### src/pkg/timer_out_defs.svh
`ifndef TIMER_OUT_DEFS_SVH
`define TIMER_OUT_DEFS_SVH

// ==========================================================
// Register byte offsets
`define OFS_CTL0      8'h00
`define OFS_CTL1      8'h04
`define OFS_CHMODE    8'h18
`define OFS_CHEN      8'h20
`define OFS_CV0       8'h34
`define OFS_CV_LAST   8'h40
`define OFS_PROTECT_LEVEL      8'h44
`define OFS_DMACFG    8'h48
`define OFS_DMABUF    8'h4C
`define OFS_XCFG      8'hFC

// ==========================================================
// Field positions
`define CLOCK_DIVISION_FIELD_LSB     8
`define IDLE_LVL_LSB  8
`define GATE_BIT      15
`define AUTO_BIT      14
`define BRKPOL_BIT    13
`define BREAK_INPUTS_ENABLE_BIT     12
`define ROS_BIT       11
`define IOS_BIT       10
`define PROTECT_LEVEL_LSB      8
`define DT_LSB        0
`define BCNT_LSB      8
`define BSTART_LSB    0
`define IGNORE_BIT    1
`define OUTPUT_VALUE_SELECT_BIT    0

// ==========================================================
// Reset values and sizes
`define RESET_WORD    32'h0000_0000
`define NUM_CH        4
`define MODE_OUTPUT   2'h0
`define DT_BASE_LONG  10'h040
`define DT_BASE_SHORT 10'h020

`endif

### src/pkg/timer_out_pkg.sv
package timer_out_pkg;

  // ==========================================================
  // Bus and pin carriers
  typedef struct packed {
    logic        cyc;
    logic        stb;
    logic        we;
    logic [7:0]  adr;
    logic [3:0]  sel;
    logic [31:0] dat;
  } wb_req_t;

  typedef struct packed {
    logic        ack;
    logic [31:0] dat;
  } wb_rsp_t;

  typedef struct packed {
    logic mainOut;
    logic mainOe;
    logic compOut;
    logic compOe;
  } ch_pins_t;

endpackage : timer_out_pkg

### src/rtl/dead_time_gen.sv
`timescale 1ns/1ps
`default_nettype none

module dead_time_gen (
  input  wire logic       ref_clk,
  input  wire logic       arst_n,
  input  wire logic       tick,
  input  wire logic       refIn,
  input  wire logic [9:0] ticks,
  output var  logic       mainAct,
  output var  logic       compAct
);

  logic       refPrev;
  logic [9:0] count;

  // ==========================================================
  // Both sides drop at once, the new side rises after the gap
  always_ff @(posedge ref_clk or negedge arst_n) begin
    if (!arst_n) begin
      refPrev <= 1'b0;
      mainAct <= 1'b0;
      compAct <= 1'b0;
      count   <= 10'h000;
    end else if (refIn != refPrev) begin
      refPrev <= refIn;
      mainAct <= 1'b0;
      compAct <= 1'b0;
      count   <= ticks;
    end else if (count != 10'h000) begin
      if (tick) begin
        count <= count - 10'h001;
      end
    end else begin
      mainAct <= refPrev;
      compAct <= ~refPrev;
    end
  end
endmodule : dead_time_gen

`default_nettype wire

### src/rtl/timer_output_ctrl.sv
`timescale 1ns/1ps
`default_nettype none
`include "timer_out_defs.svh"

module timer_output_ctrl (
  input  wire logic                                     ref_clk,
  input  wire logic                                     arst_n,
  input  wire timer_out_pkg::wb_req_t                   wbReq,
  output var  timer_out_pkg::wb_rsp_t                   wbRsp,
  input  wire logic [`NUM_CH-1:0]                       pwmRef,
  input  wire logic                                     updateEvent,
  input  wire logic                                     breakFaultInput,
  input  wire logic                                     clockMonitorFail,
  output var  timer_out_pkg::ch_pins_t [`NUM_CH-1:0]    chPins,
  output var  logic                                     primaryOutputGate
);
  import timer_out_pkg::*;

  // ==========================================================
  // Register state
  logic [1:0]              clockDivisionField;
  logic [2*`NUM_CH-1:0]    idleOutputLevel;
  logic [8*`NUM_CH-1:0]    chMode;
  logic [4*`NUM_CH-1:0]    chEnable;
  logic [15:0]             compareValue [`NUM_CH];
  logic                    autoOutputReenable;
  logic                    breakPolarity;
  logic                    breakInputsEnable;
  logic                    runOffState;
  logic                    idleOffState;
  logic [1:0]              protectLevel;
  logic                    protectWritten;
  logic [7:0]              deadTimeSetting;
  logic [4:0]              burstCount;
  logic [4:0]              burstStartAddress;
  logic [4:0]              burstIndex;
  logic                    redundantWriteIgnore;
  logic                    outputValueSelect;

  // ==========================================================
  // Bus decode
  logic        reqNew;
  logic        commit;
  logic [7:0]  burstSum;
  logic [7:0]  effAdr;
  logic [7:0]  cvOff;
  logic [1:0]  cvIdx;
  logic        cvHit;
  logic        mapped;
  logic [31:0] readData;
  logic [31:0] selMask;
  logic [31:0] merged;
  logic        wrStrobe;
  logic        wrCtl0;
  logic        wrCtl1;
  logic        wrMode;
  logic        wrEn;
  logic        wrCv;
  logic        wrProt;
  logic        wrDmaCfg;
  logic        wrXcfg;
  logic        bufAccess;
  logic        lockOne;
  logic        lockTwo;
  logic        lockThree;

  assign reqNew    = wbReq.cyc && wbReq.stb && !wbRsp.ack;
  assign commit    = wbReq.cyc && wbReq.stb && wbRsp.ack;
  assign bufAccess = wbReq.adr == `OFS_DMABUF;
  assign burstSum  = {3'h0, burstStartAddress} + {3'h0, burstIndex};
  assign effAdr    = bufAccess ? {burstSum[5:0], 2'h0} : wbReq.adr;
  assign cvOff     = effAdr - `OFS_CV0;
  assign cvIdx     = cvOff[3:2];
  assign cvHit     = (effAdr >= `OFS_CV0) && (effAdr <= `OFS_CV_LAST) && (effAdr[1:0] == 2'h0);
  assign selMask   = {{8{wbReq.sel[3]}}, {8{wbReq.sel[2]}}, {8{wbReq.sel[1]}}, {8{wbReq.sel[0]}}};
  assign merged    = (readData & ~selMask) | (wbReq.dat & selMask);
  assign wrStrobe  = commit && wbReq.we && mapped;
  assign wrCtl0    = wrStrobe && (effAdr == `OFS_CTL0);
  assign wrCtl1    = wrStrobe && (effAdr == `OFS_CTL1);
  assign wrMode    = wrStrobe && (effAdr == `OFS_CHMODE);
  assign wrEn      = wrStrobe && (effAdr == `OFS_CHEN);
  assign wrCv      = wrStrobe && cvHit;
  assign wrProt    = wrStrobe && (effAdr == `OFS_PROTECT_LEVEL);
  assign wrDmaCfg  = wrStrobe && (effAdr == `OFS_DMACFG);
  assign wrXcfg    = wrStrobe && (effAdr == `OFS_XCFG);
  assign lockOne   = protectLevel != 2'h0;
  assign lockTwo   = protectLevel[1];
  assign lockThree = &protectLevel;

  always_comb begin
    readData = `RESET_WORD;
    mapped   = 1'b1;
    case (effAdr)
      `OFS_CTL0:   readData[`CLOCK_DIVISION_FIELD_LSB +: 2] = clockDivisionField;
      `OFS_CTL1:   readData[`IDLE_LVL_LSB +: 2*`NUM_CH] = idleOutputLevel;
      `OFS_CHMODE: readData = chMode;
      `OFS_CHEN:   readData[4*`NUM_CH-1:0] = chEnable;
      `OFS_PROTECT_LEVEL: begin
        readData[`GATE_BIT]     = primaryOutputGate;
        readData[`AUTO_BIT]     = autoOutputReenable;
        readData[`BRKPOL_BIT]   = breakPolarity;
        readData[`BREAK_INPUTS_ENABLE_BIT]    = breakInputsEnable;
        readData[`ROS_BIT]      = runOffState;
        readData[`IOS_BIT]      = idleOffState;
        readData[`PROTECT_LEVEL_LSB +: 2] = protectLevel;
        readData[`DT_LSB +: 8]   = deadTimeSetting;
      end
      `OFS_DMACFG: begin
        readData[`BCNT_LSB +: 5]   = burstCount;
        readData[`BSTART_LSB +: 5] = burstStartAddress;
      end
      `OFS_XCFG: begin
        readData[`IGNORE_BIT] = redundantWriteIgnore;
        readData[`OUTPUT_VALUE_SELECT_BIT] = outputValueSelect;
      end
      default: begin
        if (cvHit) begin
          readData[15:0] = compareValue[cvIdx];
        end else begin
          mapped = 1'b0;
        end
      end
    endcase
  end

  // ==========================================================
  // Wishbone answer: ack one cycle after the request, unmapped reads zero
  always_ff @(posedge ref_clk or negedge arst_n) begin
    if (!arst_n) begin
      wbRsp <= '0;
    end else begin
      wbRsp.ack <= reqNew;
      if (reqNew) begin
        wbRsp.dat <= readData;
      end
    end
  end

  // ==========================================================
  // Timer and channel configuration
  always_ff @(posedge ref_clk or negedge arst_n) begin
    if (!arst_n) begin
      clockDivisionField <= 2'h0;
      idleOutputLevel    <= '0;
      chMode             <= '0;
      chEnable           <= '0;
    end else begin
      if (wrCtl0) begin
        clockDivisionField <= merged[`CLOCK_DIVISION_FIELD_LSB +: 2];
      end
      if (wrCtl1 && !lockOne) begin
        idleOutputLevel <= merged[`IDLE_LVL_LSB +: 2*`NUM_CH];
      end
      for (int i = 0; i < `NUM_CH; i++) begin
        if (wrMode && !chEnable[4*i]) begin
          chMode[8*i +: 2] <= merged[8*i +: 2];
        end
        if (wrMode && !(lockThree && chMode[8*i +: 2] == `MODE_OUTPUT)) begin
          chMode[8*i+2 +: 6] <= merged[8*i+2 +: 6];
        end
        if (wrEn) begin
          chEnable[4*i]   <= merged[4*i];
          chEnable[4*i+2] <= merged[4*i+2];
        end
        if (wrEn && !(lockTwo && chMode[8*i +: 2] == `MODE_OUTPUT)) begin
          chEnable[4*i+1] <= merged[4*i+1];
          chEnable[4*i+3] <= merged[4*i+3];
        end
      end
    end
  end

  // Same-value writes are dropped so shadow updates see no fresh write
  always_ff @(posedge ref_clk or negedge arst_n) begin
    if (!arst_n) begin
      for (int i = 0; i < `NUM_CH; i++) begin
        compareValue[i] <= 16'h0000;
      end
    end else if (wrCv && !(redundantWriteIgnore && merged[15:0] == compareValue[cvIdx])) begin
      compareValue[cvIdx] <= merged[15:0];
    end
  end

  // ==========================================================
  // Protection register
  always_ff @(posedge ref_clk or negedge arst_n) begin
    if (!arst_n) begin
      autoOutputReenable <= 1'b0;
      breakPolarity      <= 1'b0;
      breakInputsEnable  <= 1'b0;
      runOffState        <= 1'b0;
      idleOffState       <= 1'b0;
      protectLevel       <= 2'h0;
      protectWritten     <= 1'b0;
      deadTimeSetting    <= 8'h00;
    end else if (wrProt) begin
      protectWritten <= 1'b1;
      if (!protectWritten) begin
        protectLevel <= merged[`PROTECT_LEVEL_LSB +: 2];
      end
      if (!lockOne) begin
        autoOutputReenable <= merged[`AUTO_BIT];
        breakPolarity      <= merged[`BRKPOL_BIT];
        breakInputsEnable  <= merged[`BREAK_INPUTS_ENABLE_BIT];
        deadTimeSetting    <= merged[`DT_LSB +: 8];
      end
      if (!lockTwo) begin
        runOffState  <= merged[`ROS_BIT];
        idleOffState <= merged[`IOS_BIT];
      end
    end
  end

  // ==========================================================
  // Burst window and extra options
  always_ff @(posedge ref_clk or negedge arst_n) begin
    if (!arst_n) begin
      burstCount           <= 5'h00;
      burstStartAddress    <= 5'h00;
      burstIndex           <= 5'h00;
      redundantWriteIgnore <= 1'b0;
      outputValueSelect    <= 1'b0;
    end else begin
      if (wrDmaCfg) begin
        burstCount        <= merged[`BCNT_LSB +: 5];
        burstStartAddress <= merged[`BSTART_LSB +: 5];
        burstIndex        <= 5'h00;
      end else if (commit && bufAccess) begin
        burstIndex <= (burstIndex >= burstCount) ? 5'h00 : burstIndex + 5'h01;
      end
      if (wrXcfg) begin
        redundantWriteIgnore <= merged[`IGNORE_BIT];
        outputValueSelect    <= merged[`OUTPUT_VALUE_SELECT_BIT];
      end
    end
  end

  // ==========================================================
  // Break input and primary gate
  logic brkMeta;
  logic brkSync;
  logic monMeta;
  logic monSync;
  logic faultAsync;
  logic faultSync;
  logic gateClear_n;

  always_ff @(posedge ref_clk or negedge arst_n) begin
    if (!arst_n) begin
      brkMeta <= 1'b0;
      brkSync <= 1'b0;
      monMeta <= 1'b0;
      monSync <= 1'b0;
    end else begin
      brkMeta <= breakFaultInput;
      brkSync <= brkMeta;
      monMeta <= clockMonitorFail;
      monSync <= monMeta;
    end
  end

  // Raw path so a fault kills the gate with no clock; a glitch on the pin
  // is therefore enough to drop the gate, which is the safe direction
  assign faultAsync  = breakInputsEnable
                       && ((breakFaultInput == breakPolarity) || clockMonitorFail);
  assign faultSync   = breakInputsEnable && ((brkSync == breakPolarity) || monSync);
  assign gateClear_n = arst_n && !faultAsync;

  always_ff @(posedge ref_clk or negedge gateClear_n) begin
    if (!gateClear_n) begin
      primaryOutputGate <= 1'b0;
    end else if (wrProt) begin
      primaryOutputGate <= merged[`GATE_BIT];
    end else if (updateEvent && autoOutputReenable && !faultSync) begin
      primaryOutputGate <= 1'b1;
    end
  end

  // ==========================================================
  // Dead-time clock and length
  logic [1:0] divCount;
  logic [1:0] divLimit;
  logic       dtTick;
  logic [9:0] dtTicks;

  assign divLimit = (clockDivisionField == 2'h0) ? 2'h0 :
                    (clockDivisionField == 2'h1) ? 2'h1 : 2'h3;
  assign dtTick   = divCount == divLimit;

  always_ff @(posedge ref_clk or negedge arst_n) begin
    if (!arst_n) begin
      divCount <= 2'h0;
    end else begin
      divCount <= dtTick ? 2'h0 : divCount + 2'h1;
    end
  end

  always_comb begin
    dtTicks = {2'h0, deadTimeSetting};
    if (deadTimeSetting[7:6] == 2'b10) begin
      dtTicks = (`DT_BASE_LONG + {4'h0, deadTimeSetting[5:0]}) << 1;
    end else if (deadTimeSetting[7:5] == 3'b110) begin
      dtTicks = (`DT_BASE_SHORT + {5'h00, deadTimeSetting[4:0]}) << 3;
    end else if (deadTimeSetting[7:5] == 3'b111) begin
      dtTicks = (`DT_BASE_SHORT + {5'h00, deadTimeSetting[4:0]}) << 4;
    end
  end

  // ==========================================================
  // Channel output stage
  logic     [`NUM_CH-1:0] dtMain;
  logic     [`NUM_CH-1:0] dtComp;
  ch_pins_t [`NUM_CH-1:0] next_pins;

  for (genvar g = 0; g < `NUM_CH; g++) begin : g_dt
    dead_time_gen u_dead_time (
      .ref_clk (ref_clk),
      .arst_n  (arst_n),
      .tick    (dtTick),
      .refIn   (pwmRef[g]),
      .ticks   (dtTicks),
      .mainAct (dtMain[g]),
      .compAct (dtComp[g])
    );
  end

  always_comb begin
    logic en;
    logic pol;
    logic nen;
    logic npol;
    logic actMain;
    logic actComp;
    en = 1'b0;
    pol = 1'b0;
    nen = 1'b0;
    npol = 1'b0;
    actMain = 1'b0;
    actComp = 1'b0;
    next_pins = '0;
    for (int i = 0; i < `NUM_CH; i++) begin
      en      = chEnable[4*i];
      pol     = chEnable[4*i+1];
      nen     = chEnable[4*i+2];
      npol    = chEnable[4*i+3];
      actMain = (en && nen) ? dtMain[i] : pwmRef[i];
      actComp = (en && nen) ? dtComp[i] : !pwmRef[i];
      if (chMode[8*i +: 2] != `MODE_OUTPUT) begin
        next_pins[i] = '0;
      end else if (primaryOutputGate) begin
        next_pins[i].mainOe  = en || runOffState;
        next_pins[i].mainOut = en ? (actMain ^ pol) : pol;
        next_pins[i].compOe  = nen || runOffState;
        next_pins[i].compOut = nen ? (actComp ^ npol) : npol;
      end else if (idleOffState) begin
        // Output select is not read here or anywhere in the output stage: it has no effect on the pins
        next_pins[i].mainOe  = en;
        next_pins[i].mainOut = idleOutputLevel[2*i];
        next_pins[i].compOe  = nen;
        next_pins[i].compOut = idleOutputLevel[2*i+1];
      end else begin
        next_pins[i] = '0;
      end
    end
  end

  always_ff @(posedge ref_clk or negedge arst_n) begin
    if (!arst_n) begin
      chPins <= '0;
    end else begin
      chPins <= next_pins;
    end
  end
endmodule : timer_output_ctrl

`default_nettype wire
### config.mk
export PLATFORM = sky130hd
export DESIGN_NAME = timer_output_ctrl
export DESIGN_NICKNAME = d
export VERILOG_FILES = /design/src/pkg/timer_out_pkg.sv /design/src/rtl/dead_time_gen.sv /design/src/rtl/timer_output_ctrl.sv
export VERILOG_INCLUDE_DIRS = /design/src /design/src/pkg
export SDC_FILE = /design/constraint.sdc
export NUM_CORES = 1
export LEC_CHECK = 0
export BUFFER_PORTS_ARGS = -buffer_cell sky130_fd_sc_hd__buf_2
export CORE_ASPECT_RATIO = 0.8
export CORE_MARGIN = 1
export CORE_UTILIZATION = 35
export CTS_BUF_LIST = sky130_fd_sc_hd__clkbuf_8
export CTS_CLUSTER_DIAMETER = 200
export DETAILED_ROUTE_END_ITERATION = 8
export PLACE_DENSITY_LB_ADDON = 0.25
export SETUP_SLACK_MARGIN = 0.5
export SYNTH_ARGS = -nofsm -noshare
export SYNTH_HDL_FRONTEND = slang
export SYNTH_SLANG_ARGS = --single-unit
### constraint.sdc
create_clock -name ref_clk -period 0.8 [get_ports ref_clk]
set_clock_uncertainty 0.05 [all_clocks]
set_input_delay 0.04 -clock ref_clk [delete_from_list [all_inputs] [get_ports ref_clk]]
set_output_delay 0.04 -clock ref_clk [all_outputs]
set_load 0.005 [all_outputs]
* Word level (Yosys, flattened, before mapping)
Cells that the tools add are included.
Operators by class: add/subtract/negate cells 10, order comparisons 5, eq/ne operators 23, multiplexer cells 84, bitwise operators 20, reduce and logical (&&, ||, !) cells 120
Operators with widths (count):
- $mux W10 | 15
- $mux W16 | 5
- $and A32 B32 Y32 | 2
- $bwmux W64 | 1
- $logic_and A1 B1 Y1 | 49
- $mux W4 | 12
- $reduce_bool A10 Y1 | 4
- $sub A10 B1 Y10 const B | 4
- $mux W1 | 36
- $bmux W16 S2 | 1
- $demux W16 S2 | 1
- $not A32 Y32 | 1
- $or A32 B32 Y32 | 1
- $pmux W3 S5 | 2
- $reduce_bool A2 Y1 | 15
- $eq A8 B7 Y1 const B | 3
- $logic_not A1 Y1 | 21
- $pmux W3 S6 | 1
- $eq A16 B16 Y1 | 1
- $reduce_and A2 Y1 | 8
- $mux W5 | 3
- $pmux W2 S7 | 1
- $logic_not A2 Y1 | 6
- $pmux W2 S6 | 1
- 34 further kinds | 68
Storage, ports and cells: register bits 263, input bits 56, output and inout port bits 50

* Logic depth before layout (Yosys ltp)
depth after elaboration 15, gate-level depth with buffers 19

* Hierarchy
From an unflattened synthesis, not the netlist that was laid out.
Second synthesis, totals: cell total of the unflattened synthesis 1399, area total of the unflattened synthesis 14929.3 um^2
Modules (own cells, without submodules):
- timer_output_ctrl | times used 1, cells each 1054, area each 11558.6 um^2
- dead_time_gen at g_dt[0].u_dead_time ... | times used 3, cells each 86, area each 847.1 um^2
- dead_time_gen at g_dt[2].u_dead_time | times used 1, cells each 87, area each 829.5 um^2

* Worst setup path before layout
OpenSTA, ideal clock, no wires.
path type flip-flop to flip-flop, start reg burstIndex[0], end reg compareValue[10] in the netlist's numbering, arrival time 5.332 ns, path slack -4.707 ns, cell stages (with the launch flop) 20, path buffers 5, clock period less this slack 5.507 ns, cell sequence dfrtp_1 -> ha_1 -> or4b_1 -> o21a_1 -> buf_6 -> buf_2 -> ha_1 -> clkbuf_1 -> buf_1 -> mux2i_1 -> mux2i_1 -> xnor2_1 -> nand4_1 -> o41ai_1 -> o2111ai_1 -> nor4_1 -> nand4_4 -> nand4_4 -> buf_8 -> mux2_4
On the way: cells in the longest elaborated chain, start to end 15
RTL lines:
- start: declaration | line timer_output_ctrl.sv:36 | logic [4:0] burstIndex;
- start signal: assignment | line timer_output_ctrl.sv:229 | burstIndex <= (burstIndex >= burstCount) ? 5'h00 : burstIndex + 5'h01;
- $add A5 B5 Y6 * | line timer_output_ctrl.sv:70 | assign burstSum = {3'h0, burstStartAddress} + {3'h0, burstIndex};
- $mux W8 * | line timer_output_ctrl.sv:71 | assign effAdr = bufAccess ? {burstSum[5:0], 2'h0} : wbReq.adr;
- $sub A4 B3 Y4 (no source line)
- $not A2 Y3 (not written as such) | line timer_output_ctrl.sv:118, timer_output_ctrl.sv:179, timer_output_ctrl.sv:180
- $bmux W16 S2 | line timer_output_ctrl.sv:118, timer_output_ctrl.sv:179
- $mux W16 (not written as such) (2 in a row) | line timer_output_ctrl.sv:118, timer_output_ctrl.sv:179
- $mux W16 | line timer_output_ctrl.sv:117 | if (cvHit) begin
- $pmux W2 S7, or another cell as far along | line timer_output_ctrl.sv:93 | case (effAdr)
- $and A32 B32 Y32 | line timer_output_ctrl.sv:76 | assign merged = (readData & ~selMask) | (wbReq.dat & selMask);
- $or A32 B32 Y32 | line timer_output_ctrl.sv:76
- $eq A16 B16 Y1 | line timer_output_ctrl.sv:179 | end else if (wrCv && !(redundantWriteIgnore && merged[15:0] == compareValue[cvIdx])) begin
- $logic_and A1 B1 Y1 | line timer_output_ctrl.sv:179
- $logic_not A1 Y1 | line timer_output_ctrl.sv:179
- $logic_and A1 B1 Y1 | line timer_output_ctrl.sv:179
- end signal: indexed assignment | line timer_output_ctrl.sv:180 | compareValue[cvIdx] <= merged[15:0];
- end: declaration | line timer_output_ctrl.sv:25 | logic [15:0] compareValue [`NUM_CH];
Mark *: on every way between the ends. The rest lies on a longest branch, timed or not. The select of a mux whose other input is x is not followed. A chain may end at the register's enable or synchronous reset.

* Final worst setup path
start reg burstIndex[0], end reg compareValue[2] in the netlist's numbering
The elaborated chain is that of the path after synthesis.

==> results.md <==
- Vias: 12921
- Crit path cell chain: ha_4, fa_2, o21a_4, inv_4, ha_4, and2_4, o211ai_1, nor4_4, buf_6, a222oi_1, a21oi_1, nand4b_1, a221oi_2, nand4_4, buf_4, nand4_4, buf_12, mux2_2
- Ys async rst share: 100.0%
- Antenna violations before repair: 0
- Worst path required time: 1220 ps
- Ys flop type: dfrtp_1
- CP max FO: 9
- Worst-Margin Slew: about 860 ps
- Maximum vdd drop: about 0.0011 V
- Clock slew at reported path FFs: approximately 70 ps
- First-pass GRT wire length: around 74000 um
- Lkg Pwr: between 10 and 15 nW
- Clock Path Buffers: 3
- Status: finished, violations left
- Post-synth EDFFs: 0
- Post-layout util: 55.97%
- Synthesized area: 14170 um^2
- Failing checks: hold timing, setup timing
- Slew margin rel.: 42.93%
- Pwr Density: 1810 nW/um^2
- DRC viols: 0
- Grt total ovfl: 0
- Gate Count Post-Synth: 1294
- Die height: about 180 um
- Io pins: approximately 110
- CTS Root Cell: clkbuf_8
- CP max-delay cell: a222oi_1
- Mapped Nets: about 1400
- Crit path largest cell delay: roughly 770 ps
- Worst hold path class: input pin to asynchronous set/reset pin
- CTS tree: done
- RePlAce Congestion: roughly 0.97
- Final worst slack: -3940 ps
- Std cell rows: 65
- Critical path class: flop to flop
- Synth top area share: between 40 and 50%
- Initial core utilization: a little over a third
- Worst-skew pair later-pin latency: between 500 and 600 ps
- Worst path bufs/invs: 4
- Core footprint: roughly 40000 um^2
- Sequential share of the synthesized area: a little under half
- Nets: 1993
- Cell taking the most area after synthesis: dfrtp_1
- First-iteration detailed-routing DRC count: roughly 940
- Worst EP arrival: about 5200 ps
- Post-CTS Hold Fix Bufs: 2
- Routed WL: between 50000 and 60000 um
- GRT Total Usage: 23.89%
- CP Capture Type: flop
- Number of distinct library cells after synthesis: slightly above 90
- Share of post-route cells with drive strength above 1: 56.40%
- Final setup vio count: between 300 and 400
- PortBufs: 105
- Max-cap viol count: 0
- Critical Path Source: burstIndex[0]
- Area after DPL: 19330 um^2
- Minimum clock period: 4740 ps
- Layout filler cell count: about 3400
- Via density: 5.221
- YS warnings: 0
- Slew Limit Fails: 0
- Setup TNS: -708090 ps
- Area grow syn2layout: 56.75%
- Worst setup SP type: flop
- Cell family with most CP delay: compound AO/OA/AOI/OAI gates
- ANT nets after route: 0
- Period utilization: 592.5%
- Unrepaired setup endpoints after global routing: yes
- Avg WL per Cell: a little over 20 um
- Top post-synthesis cells by area: dfrtp_1 46%, mux2_2 12%, mux2_4 4.2%
- Synthesized flop and latch total: 263
- TritonCTS Buffers: between 40 and 50
- Vias in the first global route: 12698
- Synthesized area per cell: around 11 um^2
- Hpwl dp: 36020 um
- Die area: 41300 um^2
- CTS Sinks: about 260
- Largest net degree at the start of global routing: 56
- CTS H-Tree Depth: 2
- Post-Place Setup Slack: -3922 ps
- Hold Vio Cnt, Final: 294
- RR Startpoint: burstIndex[0]
- Detailed Routing Iterations Pass 1: 6
- DIE WIDTH: 227.0 um
- Hold slack final: -791.2 ps
- Peak Freq: approximately 210 MHz
- Final instance area: approximately 22000 um^2
==> flip-flops by register name, summed over array words and instances (netlist names), 2 cells and up <==
register                  cells
compareValue                 64
wbRsp                        33
chPins                       16
g_dt.u_dead_time.mainAct      4
burstStartAddress             5
clockDivisionField            2
g_dt.u_dead_time.compAct      4
chMode                       32
burstCount                    5
protectLevel                  2
burstIndex                    5
g_dt.u_dead_time.refPrev      4
g_dt.u_dead_time.count       40
chEnable                     16
divCount                      2
idleOutputLevel               8
deadTimeSetting               8
==> layer usage <==
layer | vias to the layer above | share of wire, % | GRT usage, %
li1 | 5925 | - | -
met1 | 6410 | 47 | 35.67
met2 | 500 | 42 | 33.82
met3 | 86 | 9.1 | 6.440
met4 | 0 | 2.2 | 5.826
met5 | - | 0 | 0
==> worst register-to-register path, delay by kind of cell, from the launching register on <==
| family | cells | cell delay (ps) |
|---|---|---|
| flops | 1 | 410 |
| simple gates | 5 | 720 |
| compound gates | 5 | 1690 |
| buf+inv | 4 | 540 |
| mux | 1 | 330 |
| fa+ha+maj | 3 | 900 |
==> Yosys cell counts, types with 13 or more instances <==
| library cell | n |
|---|---|
| nand2_1 | 137 |
| xor2_1 | 26 |
| mux2_2 | 147 |
| nor2_1 | 103 |
| nor3_1 | 18 |
| clkbuf_1 | 28 |
| a21oi_1 | 66 |
| mux2_4 | 40 |
| nor4_1 | 13 |
| nand3_1 | 39 |
| o21ai_0 | 45 |
| a31oi_1 | 13 |
| mux2i_1 | 36 |
| dfrtp_1 | 263 |
| xnor2_1 | 36 |
| ha_1 | 28 |
| inv_1 | 34 |
==> final timing paths <==
kind                            cells past startpoint  slack, ps                      endpoint
worst max-delay path                               18      -3940               compareValue[2]
worst min-delay path                                1       -790  g_dt[3].u_dead_time.count[4]
worst max register to register                     18      -3940               compareValue[2]
worst min register to register                      0        310                       monSync
min in group ref_clk                                1       -430                       brkMeta
max in group asynchronous                           4         60             primaryOutputGate
==> timing repair <==
action,4_1_cts,5_1_grt
resized for setup,94,194
pin swaps,25,41
gates cloned,7,2
endpoints found under the setup margin,312,317
hold endpoints to repair,328,299
buffers inserted,25,47
==> layout make-up <==
class / count / area (um^2) / area share, %
Tap cell: 536 / 670.6 / 3.019
Antenna cell: 1 / 2.502 / 0.01127
Clock inverter: 17 / 133.9 / 0.6027
Timing Repair Buffer: 612 / 5047 / 22.72
Clock buffer: 58 / 798.3 / 3.594
Inverter: 36 / 146.4 / 0.6590
Multi-Input combinational cell: 952 / 8833 / 39.77
Sequential cell: 263 / 6581 / 29.63
==> where the power goes <==
part / leakage (nW) / internal, mW / switching [mW] / total, mW
Combinational: 7.02 / 6.23 / 5.77 / 12.0
Clock: 0.515 / 7.13 / 5.76 / 12.9
Sequential: 3.56 / 14.6 / 0.743 / 15.3
==> through the flow <==
step / instances / total power, mW / hold slack [ps]
detailed placement: 2316 / 26.23 / -185.3
finish: 2475 / 40.20 / -791.2
CTS: 2425 / 39.37 / -821.5
global route: 2474 / 42.26 / -812.4
global placement: 2316 / 25.92 / -181.6
floorplan: 1294 / 22.14 / -305.6
==> cell families after synthesis <==
logic type / count (synthesis) / synth area share (%)
DFF: 263 / 46.44
adders and majority gates: 29 / 2.613
muxes: 228 / 19.26
xor gates and xnor gates: 62 / 3.832
and+or+nand+nor: 412 / 15.07
AOI/OAI and AO/OA: 215 / 10.02
buffers and inverters: 85 / 2.764
==> placed cells by master (no fill, tap or decap), types with 11 or more instances in the layout <==
cell type and n:
xnor2_1 30, buf_4 399, dfrtp_1 263, o21ai_1 18
mux2_2 60, a21oi_1 60, buf_12 26, mux2i_1 30
inv_1 33, o21ai_0 18, mux2_4 133, nand3_2 19
buf_6 68, nor2_4 11, nor2_1 84, nand2_1 115
clkbuf_8 58, nand4_1 11, xor2_1 25, buf_2 104
nand2_2 12, ha_1 17, nand3_1 17
Power figures use the tool's default switching activity.
